<file path="src/hw/ssb_pkg.sv">
// Purpose : Shared constants for the banked sensor configuration registers.
// Assumes : 7-bit register address, 8-bit register data, four banks.
// Notes   : Bank 1 holds nothing in this block and reads as zero.
package ssb_pkg;

    // ==========================================================
    // Access widths
    localparam int          ADDR_W         = 7;
    localparam int          DATA_W         = 8;
    localparam int          BANK_W         = 2;

    // ==========================================================
    // Bank codes
    localparam logic [1:0]  BANK_0         = 2'h0;
    localparam logic [1:0]  BANK_1         = 2'h1;
    localparam logic [1:0]  BANK_2         = 2'h2;
    localparam logic [1:0]  BANK_3         = 2'h3;

    // ==========================================================
    // Register addresses
    localparam logic [6:0]  ADDR_BANK_SEL  = 7'h00;
    localparam logic [6:0]  ADDR_HOLD      = 7'h01;
    localparam logic [6:0]  ADDR_FS_DIS    = 7'h02;
    localparam logic [6:0]  ADDR_GRAN      = 7'h05;
    localparam logic [6:0]  ADDR_CLKGEN    = 7'h06;
    localparam logic [6:0]  ADDR_PLL_GATE  = 7'h31;
    localparam logic [6:0]  ADDR_TMUX      = 7'h63;
    localparam logic [6:0]  ADDR_TG_LO     = 7'h6E;
    localparam logic [6:0]  ADDR_TG_HI     = 7'h6F;
    localparam logic [6:0]  ADDR_SHUT_LO   = 7'h72;
    localparam logic [6:0]  ADDR_SHUT_HI   = 7'h73;

    // ==========================================================
    // Field widths and positions
    localparam int          GRAN_W         = 8;
    localparam int          PHASE_W        = 2;
    localparam int          PHASE_LSB      = 1;
    localparam int          TMUX_W         = 5;
    localparam int          LEN_W          = 14;
    localparam int          LEN_HI_W       = 6;

    // ==========================================================
    // Reset values
    localparam logic [1:0]  RST_BANK_SEL   = 2'h0;
    localparam logic        RST_HOLD       = 1'h0;
    localparam logic        RST_FS_DIS     = 1'h0;
    localparam logic [7:0]  RST_GRAN       = 8'h00;
    localparam logic [1:0]  RST_PHASE      = 2'h0;
    localparam logic [4:0]  RST_TMUX       = 5'h00;
    localparam logic [13:0] RST_TG_LEN     = 14'h0000;
    localparam logic [13:0] RST_SHUT       = 14'h0000;
    localparam logic        RST_PLL_GATE   = 1'h0;

endpackage : ssb_pkg

</file>
<file path="src/hw/ssb_shadow_reg.sv">
// Purpose : One configuration field with a host-written shadow and an applied copy.
// Assumes : Caller builds the full field value for partial (byte) writes.
// Notes   : When apply and a write meet, the applied copy takes the new value.
`timescale 1ns/1ps
module ssb_shadow_reg #(
    parameter int           W       = 8,
    parameter logic [W-1:0] RST_VAL = '0
) (
    input  wire logic         clk,
    input  wire logic         rst_n,
    input  wire logic         wr_en,
    input  wire logic [W-1:0] wr_data,
    input  wire logic         apply,
    output logic      [W-1:0] shadow,
    output logic      [W-1:0] active
);

    typedef struct packed {
        logic [W-1:0] shadow;
        logic [W-1:0] active;
    } ssb_field_state_t;

    ssb_field_state_t st;
    ssb_field_state_t next_st;

    // ==========================================================
    // Next state
    always_comb begin
        next_st = st;
        if (wr_en) begin
            next_st.shadow = wr_data;
        end
        // Apply the value as it will stand, so a write in the apply cycle is not missed
        if (apply) begin
            next_st.active = next_st.shadow;
        end
    end

    // ==========================================================
    // State register
    always_ff @(posedge clk or negedge rst_n) begin
        if (!rst_n) begin
            st <= '{shadow: RST_VAL, active: RST_VAL};
        end else begin
            st <= next_st;
        end
    end

    assign shadow = st.shadow;
    assign active = st.active;

endmodule : ssb_shadow_reg

</file>
<file path="src/hw/ssb_bank_regs.sv">
// Purpose : Banked configuration registers behind the sensor's serial control port.
// Assumes : Serial deframing is done outside; one-cycle read/write strobes arrive on CLK.
// Notes   : Bank 2/3 fields are shadowed; their applied copies drive the sensor core.
//
// What this block does
// [RULE_01] A two-bit bank selector at address 0, reset to zero, routes all later accesses other than address 0 to bank 0 to 3.
// [RULE_02] Hold clear applies new parameters at the next frame sync; hold set applies them during the upload.
// [RULE_03] The frame-sync disable bit in bank 0 suppresses frame synchronisation when set and not when clear.
// [RULE_04] Bank 2 carries the 14-bit timing length at 110/111 and lag at 114/115, phase in bits 2:1 of 6, mux at 99.
// [RULE_05] Reserved addresses and bits read as zero and writes to them change nothing.
`timescale 1ns/1ps
module ssb_bank_regs
    import ssb_pkg::*;
(
    input  wire logic              CLK,
    input  wire logic              RST_N,
    input  wire logic              REG_WR,
    input  wire logic              REG_RD,
    input  wire logic [ADDR_W-1:0] REG_ADDR,
    input  wire logic [DATA_W-1:0] REG_WDATA,
    input  wire logic              FRAME_SYNC_IN,
    output logic      [DATA_W-1:0] REG_RDATA,
    output logic                   REG_RVALID,
    output logic      [BANK_W-1:0] BANK_SELECT,
    output logic                   PARAMETER_UPDATE_HOLD,
    output logic                   FRAME_SYNC_DISABLE,
    output logic                   FRAME_SYNC_OUT,
    output logic      [GRAN_W-1:0] GLOBAL_GRANULARITY,
    output logic     [PHASE_W-1:0] CLOCK_PHASE_SELECT,
    output logic      [TMUX_W-1:0] TEST_MUX_SELECT,
    output logic       [LEN_W-1:0] TIMING_GEN_LENGTH,
    output logic       [LEN_W-1:0] SHUTTER_DELAY_COUNT,
    output logic                   PLL_OUTPUT_GATE
);

    typedef struct packed {
        logic [1:0] bank_sel;
        logic       hold;
        logic       fs_dis;
        logic [2:0] fs_sync;    // [0] meta, [1] stable, [2] delayed for edge
        logic       fs_out;
        logic [7:0] rdata;
        logic       rvalid;
    } ssb_top_state_t;

    ssb_top_state_t st;
    ssb_top_state_t next_st;

    // Field write strobes and write values
    logic              wr_gran;
    logic              wr_phase;
    logic              wr_tmux;
    logic              wr_tg;
    logic              wr_shut;
    logic              wr_pll;
    logic [LEN_W-1:0]  tg_wval;
    logic [LEN_W-1:0]  shut_wval;
    logic              fs_rise;
    logic              apply;

    // Shadow values (what the host reads back)
    logic [GRAN_W-1:0]  gran_sh;
    logic [PHASE_W-1:0] phase_sh;
    logic [TMUX_W-1:0]  tmux_sh;
    logic [LEN_W-1:0]   tg_sh;
    logic [LEN_W-1:0]   shut_sh;
    logic               pll_sh;

    // ==========================================================
    // Write decode for shadowed fields
    always_comb begin
        // [RULE_01] Bank routes writes
        wr_gran   = REG_WR && st.bank_sel == BANK_2 && REG_ADDR == ADDR_GRAN;
        wr_phase  = REG_WR && st.bank_sel == BANK_2 && REG_ADDR == ADDR_CLKGEN;
        wr_tmux   = REG_WR && st.bank_sel == BANK_2 && REG_ADDR == ADDR_TMUX;
        wr_pll    = REG_WR && st.bank_sel == BANK_3 && REG_ADDR == ADDR_PLL_GATE;
        // [RULE_04] Split length bytes
        wr_tg     = REG_WR && st.bank_sel == BANK_2 && (REG_ADDR == ADDR_TG_LO || REG_ADDR == ADDR_TG_HI);
        wr_shut   = REG_WR && st.bank_sel == BANK_2 && (REG_ADDR == ADDR_SHUT_LO || REG_ADDR == ADDR_SHUT_HI);
        // Each byte write keeps the other byte of the field intact
        tg_wval   = (REG_ADDR == ADDR_TG_LO) ? {tg_sh[LEN_W-1:DATA_W], REG_WDATA}
                                             : {REG_WDATA[LEN_HI_W-1:0], tg_sh[DATA_W-1:0]};
        shut_wval = (REG_ADDR == ADDR_SHUT_LO) ? {shut_sh[LEN_W-1:DATA_W], REG_WDATA}
                                               : {REG_WDATA[LEN_HI_W-1:0], shut_sh[DATA_W-1:0]};
    end

    // ==========================================================
    // Frame sync edge and parameter apply
    // [RULE_03] Disable gates sync
    assign fs_rise = st.fs_sync[1] && !st.fs_sync[2] && !st.fs_dis;
    // [RULE_02] Hold selects apply
    assign apply   = st.hold || fs_rise;

    // ==========================================================
    // Control, sync and read path
    always_comb begin
        next_st        = st;
        next_st.fs_sync = {st.fs_sync[1:0], FRAME_SYNC_IN};
        next_st.fs_out = fs_rise;
        next_st.rvalid = REG_RD;
        // [RULE_01] Selector at address 0
        if (REG_WR && REG_ADDR == ADDR_BANK_SEL) begin
            next_st.bank_sel = REG_WDATA[BANK_W-1:0];
        end
        if (REG_WR && st.bank_sel == BANK_0 && REG_ADDR == ADDR_HOLD) begin
            next_st.hold = REG_WDATA[0];
        end
        // [RULE_03] Disable bit write
        if (REG_WR && st.bank_sel == BANK_0 && REG_ADDR == ADDR_FS_DIS) begin
            next_st.fs_dis = REG_WDATA[0];
        end
        // [RULE_05] Unmapped reads zero
        if (REG_RD) begin
            next_st.rdata = 8'h00;
            if (REG_ADDR == ADDR_BANK_SEL) begin
                next_st.rdata = {6'h00, st.bank_sel};
            end else begin
                case (st.bank_sel)
                    BANK_0: begin
                        if (REG_ADDR == ADDR_HOLD) next_st.rdata = {7'h00, st.hold};
                        if (REG_ADDR == ADDR_FS_DIS) next_st.rdata = {7'h00, st.fs_dis};
                    end
                    BANK_2: begin
                        case (REG_ADDR)
                            ADDR_GRAN:    next_st.rdata = gran_sh;
                            ADDR_CLKGEN:  next_st.rdata = {5'h00, phase_sh, 1'h0};
                            ADDR_TMUX:    next_st.rdata = {3'h0, tmux_sh};
                            ADDR_TG_LO:   next_st.rdata = tg_sh[DATA_W-1:0];
                            ADDR_TG_HI:   next_st.rdata = {2'h0, tg_sh[LEN_W-1:DATA_W]};
                            ADDR_SHUT_LO: next_st.rdata = shut_sh[DATA_W-1:0];
                            ADDR_SHUT_HI: next_st.rdata = {2'h0, shut_sh[LEN_W-1:DATA_W]};
                            default:      next_st.rdata = 8'h00;
                        endcase
                    end
                    BANK_3: begin
                        if (REG_ADDR == ADDR_PLL_GATE) next_st.rdata = {7'h00, pll_sh};
                    end
                    default: next_st.rdata = 8'h00;
                endcase
            end
        end
    end

    // ==========================================================
    // State register
    always_ff @(posedge CLK or negedge RST_N) begin
        if (!RST_N) begin
            st <= '{bank_sel: RST_BANK_SEL, hold: RST_HOLD, fs_dis: RST_FS_DIS,
                    fs_sync: 3'h0, fs_out: 1'h0, rdata: 8'h00, rvalid: 1'h0};
        end else begin
            st <= next_st;
        end
    end

    // ==========================================================
    // Shadowed fields, applied on frame sync or while holding
    // Global granularity takes the whole data byte
    ssb_shadow_reg #(
        .W       (GRAN_W),
        .RST_VAL (RST_GRAN)
    ) u_gran (
        .clk     (CLK),
        .rst_n   (RST_N),
        .wr_en   (wr_gran),
        .wr_data (REG_WDATA),
        .apply   (apply),
        .shadow  (gran_sh),
        .active  (GLOBAL_GRANULARITY)
    );

    // [RULE_04] Phase in bits 2:1
    ssb_shadow_reg #(
        .W       (PHASE_W),
        .RST_VAL (RST_PHASE)
    ) u_phase (
        .clk     (CLK),
        .rst_n   (RST_N),
        .wr_en   (wr_phase),
        .wr_data (REG_WDATA[PHASE_LSB+PHASE_W-1:PHASE_LSB]),
        .apply   (apply),
        .shadow  (phase_sh),
        .active  (CLOCK_PHASE_SELECT)
    );

    // Test mux keeps only the low five bits; the upper three are reserved
    ssb_shadow_reg #(
        .W       (TMUX_W),
        .RST_VAL (RST_TMUX)
    ) u_tmux (
        .clk     (CLK),
        .rst_n   (RST_N),
        .wr_en   (wr_tmux),
        .wr_data (REG_WDATA[TMUX_W-1:0]),
        .apply   (apply),
        .shadow  (tmux_sh),
        .active  (TEST_MUX_SELECT)
    );

    // Timing length: the two byte writes merge in the shadow, one apply moves all 14 bits
    ssb_shadow_reg #(
        .W       (LEN_W),
        .RST_VAL (RST_TG_LEN)
    ) u_tg (
        .clk     (CLK),
        .rst_n   (RST_N),
        .wr_en   (wr_tg),
        .wr_data (tg_wval),
        .apply   (apply),
        .shadow  (tg_sh),
        .active  (TIMING_GEN_LENGTH)
    );

    // Shutter_delay_count, split the same way; a sync between the two byte writes applies the half-written value
    ssb_shadow_reg #(
        .W       (LEN_W),
        .RST_VAL (RST_SHUT)
    ) u_shut (
        .clk     (CLK),
        .rst_n   (RST_N),
        .wr_en   (wr_shut),
        .wr_data (shut_wval),
        .apply   (apply),
        .shadow  (shut_sh),
        .active  (SHUTTER_DELAY_COUNT)
    );

    // PLL output gate in bank 3, shadowed like the bank 2 fields
    ssb_shadow_reg #(
        .W       (1),
        .RST_VAL (RST_PLL_GATE)
    ) u_pll (
        .clk     (CLK),
        .rst_n   (RST_N),
        .wr_en   (wr_pll),
        .wr_data (REG_WDATA[0]),
        .apply   (apply),
        .shadow  (pll_sh),
        .active  (PLL_OUTPUT_GATE)
    );

    // ==========================================================
    // Direct outputs
    assign REG_RDATA             = st.rdata;
    assign REG_RVALID            = st.rvalid;
    assign BANK_SELECT           = st.bank_sel;
    assign PARAMETER_UPDATE_HOLD = st.hold;
    assign FRAME_SYNC_DISABLE    = st.fs_dis;
    assign FRAME_SYNC_OUT        = st.fs_out;

endmodule : ssb_bank_regs

</file>
<file path="config.mk">
export PLATFORM = sky130hd
export DESIGN_NAME = ssb_bank_regs
export DESIGN_NICKNAME = d
export VERILOG_FILES = /design/src/hw/ssb_pkg.sv /design/src/hw/ssb_shadow_reg.sv /design/src/hw/ssb_bank_regs.sv
export SDC_FILE = /design/constraint.sdc
export NUM_CORES = 1
export LEC_CHECK = 0
export BUFFER_PORTS_ARGS = -buffer_cell sky130_fd_sc_hd__buf_2
export CAP_MARGIN = 10
export CORE_MARGIN = 2
export CORE_UTILIZATION = 24
export CTS_BUF_LIST = sky130_fd_sc_hd__clkbuf_2
export DETAILED_ROUTE_END_ITERATION = 7
export PLACE_DENSITY = 0.47
export SYNTH_ARGS = -nofsm -noshare
export SYNTH_HDL_FRONTEND = slang
export SYNTH_HIERARCHICAL = 1
export SYNTH_SLANG_ARGS = --single-unit
</file>
<file path="constraint.sdc">
create_clock -name CLK -period 2.05 [get_ports CLK]
set_input_delay 0.615 -clock CLK [delete_from_list [all_inputs] [get_ports CLK]]
set_output_delay 0.615 -clock CLK [all_outputs]
set_load 0.01 [all_outputs]
</file>
==> flow_metrics.tcl <==
set metrics [dict create \
    maxSlewHeadroom_pct 61.1 \
    cts_max_level 3 \
    core_um2 20400 \
    synth-async-reset-ratio_pct 100 \
    yosys_most_used_dff "dfrtp_1" \
    p_sw_share_pct 25.1 \
    cp-end-kind "output port" \
    clkTransAtPathRegs_ps 260 \
    holdPathStages 1 \
    rows 52 \
    dieArea_um2 22000 \
    p_leak_nw 3.13 \
    fp.dieW_um 148 \
    final-setup-viol-count 0 \
    drt_iter0_drc 186 \
    cp_data_arrival_time_ps 1330 \
    cts_buffers 9 \
    internal-power_mw 2.80 \
    p_seq_share_pct 56.8 \
    syn-instance-count 353 \
    dr_wl_met2_um 6030 \
    placedCellCount 726 \
    worstHoldPathType "input pin to register" \
    ant_nets 0 \
    synth_edf_count 0 \
    syn_to_final_growth_pct 27.1 \
    via_count 3226 \
    via_per_inst 4.34 \
    drt_pass1_iterations 4 \
    topRoutingLayerUsed "met4" \
    overflow 0 \
    drc 0 \
    maxSlewViolCount 0 \
    wl_um 13200 \
    rsz0062_at_grt "no" \
    synth-seq-area-share_pct 52.5 \
    track_usage_pct 12.4 \
    cp_max_fo 6 \
    final_cells 744 \
    hold_viol_final 0 \
    cts_root_buf "clkbuf_2" \
    clock_sinks 105 \
    grt_pass1_wl_um 20700 \
    maxCapViolCount 0 \
    die_height_um 148 \
    skew_ps 36.0 \
    grt_max_degree 106 \
    r2r-start "BANK_SELECT[1]" \
    min_period_ps 1940 \
    antenna_found_initial 1 \
    first_global_vias 3482 \
    rr_worst_depth 6 \
    syn-num-nets 373 \
    wl_per_cell_um 17.7 \
    power.switching_uw 938 \
    clk_latency_ps 630 \
    wl_met3_um 696 \
    worst_r2r_endpoint "u_tg/active[5]" \
    vdd_drop_max_v 0.000273 \
    io_buffers 77 \
    combPwrFrac_pct 10.2 \
    start_util_pct 24.6 \
    cp.required_ps 1430 \
    drive_above_1_share_pct 58.4 \
    gp_congestion 0.809 \
    place_hpwl_um 9380 \
    syn_area_um2 5010 \
    syn_avg_cell_area_um2 14.2 \
    synth_cell_types 48 \
    tightest_slew_ps 584 \
    max_freq_mhz 515 \
    cp-start-kind "register" \
    io_pins 78 \
    powerDensity_nw_per_um2 587 \
    cts_tree "yes" \
    yosys_warnings 6 \
    period_share_pct 94.7 \
    cts_buffer_depth 2 \
    reg2reg_slack_ps 160 \
    clkPwrFrac_pct 33.1 \
    ys_ff_latch 105 \
    min_from "REG_RD" \
    min_to "REG_RVALID" \
    total_power_mw 3.74 \
    nNetsFinal 489 \
    cts_setup_buffers 0 \
    critPathKind "register to output port" \
    outcome "finished, final reports clean" \
    m1WireLength_um 6150 \
]
==> power by group through the flow <==
stage / registers (mW) / logic, mW / clock network, mW
2_1_floorplan: 2.16 / 0.180 / 0
3_3_place_gp: 2.15 / 0.378 / 0
4_1_cts: 2.12 / 0.388 / 1.30
3_5_place_dp: 2.15 / 0.383 / 0
5_1_grt: 2.13 / 0.415 / 1.38
6_report: 2.12 / 0.380 / 1.24
==> routing by layer <==
layer	vias to the layer above	global-route usage, %
met4	0	5.38
met3	17	2.85
met5	-	0
met1	1624	16.7
li1	1513	-
met2	72	19.1
==> kinds of logic (layout without fill, tap and decap cells) <==
family                 Yosys count  in the layout  share of synthesized area [%]
AOI/OAI and AO/OA               34             34                           5.42
and+or+nand+nor                 59             59                           6.75
buffers and inverters           27            147                           3.65
DFF                            105            105                           52.5
other                            0              1                              0
muxes                          128            128                           31.7
==> sequential cells by signal, indices dropped and copies added (netlist names), 5 cells and up <==
register,cells
u_tg/active,14
REG_RDATA,8
u_gran/active,8
u_gran/shadow,8
u_tmux/active,5
u_tg/shadow,14
u_shut/shadow,14
u_tmux/shadow,5
u_shut/active,14
==> metrics by stage <==
| step | setup TNS, ps | area, um^2 | hold slack (ps) | setup WS [ps] | utilization, % |
|---|---|---|---|---|---|
| after floorplan | -15520 | 5220 | 319 | -458 | - |
| after global placement | -25980 | 6180 | 335 | -490 | 30.4 |
| after detailed placement | -26280 | 6180 | 343 | -503 | 30.4 |
| after CTS | 0 | 6360 | 141 | 25.3 | 31.2 |
| after global routing | 0 | 6370 | 153 | 0.606 | 31.3 |
| final | 0 | 6370 | 225 | 109 | 31.3 |
==> cell usage in the layout (no fill, tap or decap), types with 3 or more instances in the layout <==
master and instances:
clkbuf_2 10, nor2b_1 7, buf_12 5, nor2_1 12, o22ai_1 6, mux2_2 38, nand2_1 6, mux2_4 82
bufinv_16 3, nor3_1 3, inv_1 5, dfrtp_1 105, nand4_1 4, nand3_1 5, a22oi_1 5, mux2i_1 8
buf_2 76, o21ai_0 3, buf_4 43
==> what timing repair did <==
| action | CTS | global route |
|---|---|---|
| setup endpoints to repair | 0 | 17 |
| resized for setup | 0 | 2 |
| endpoints found under the hold margin | 97 | 0 |
| hold buffers | 2 | 0 |
==> critical path, cell delays in order (launching register included) <==
cell and delay [ps]:
dfrtp_1 430, buf_4 160, buf_2 140
==> how the worst max path moves through the flow <==
stage                         startpoint                 to  cells after the start
after CTS                 BANK_SELECT[1]     BANK_SELECT[1]                      2
after global placement       REG_ADDR[3]  u_shut/active[13]                      7
after global routing      BANK_SELECT[0]     BANK_SELECT[0]                      2
final                     BANK_SELECT[0]     BANK_SELECT[0]                      2
after detailed placement     REG_ADDR[3]  u_shut/active[13]                      7
after floorplan              REG_ADDR[3]  u_shut/active[10]                      6
==> Yosys cell counts (2+ instances only) <==
cell | count | area (um^2)
dfrtp_1 | 105 | 2630
mux2_2 | 78 | 878
mux2_4 | 42 | 631
buf_4 | 12 | 90.1
nor2_1 | 12 | 45.0
mux2i_1 | 8 | 80.1
nand2_1 | 7 | 26.3
nor2b_1 | 7 | 43.8
nor3_1 | 6 | 30.0
o22ai_1 | 6 | 37.5
a22oi_1 | 5 | 37.5
inv_1 | 5 | 18.8
nand3_1 | 5 | 25.0
buf_2 | 4 | 20.0
buf_6 | 4 | 45.0
nand4_1 | 4 | 25.0
o21ai_0 | 3 | 15.0
a221oi_1 | 2 | 17.5
a222oi_1 | 2 | 20.0
a31oi_1 | 2 | 12.5
and2_1 | 2 | 12.5
nand3b_1 | 2 | 15.0
o21ai_2 | 2 | 17.5
o2bb2ai_1 | 2 | 17.5
o31a_1 | 2 | 17.5
or2_2 | 2 | 12.5
==> cell type report <==
class / instances / area, um^2
antenna: 1 / 2.50
clock buffer: 10 / 50.0
clock inverter: 5 / 104
fill: 2051 / 14000
inverter: 5 / 18.8
multi-input combinational: 221 / 2390
sequential: 105 / 2630
tap: 270 / 338
timing repair buffer: 127 / 835
(Power assumes the default switching activity.)
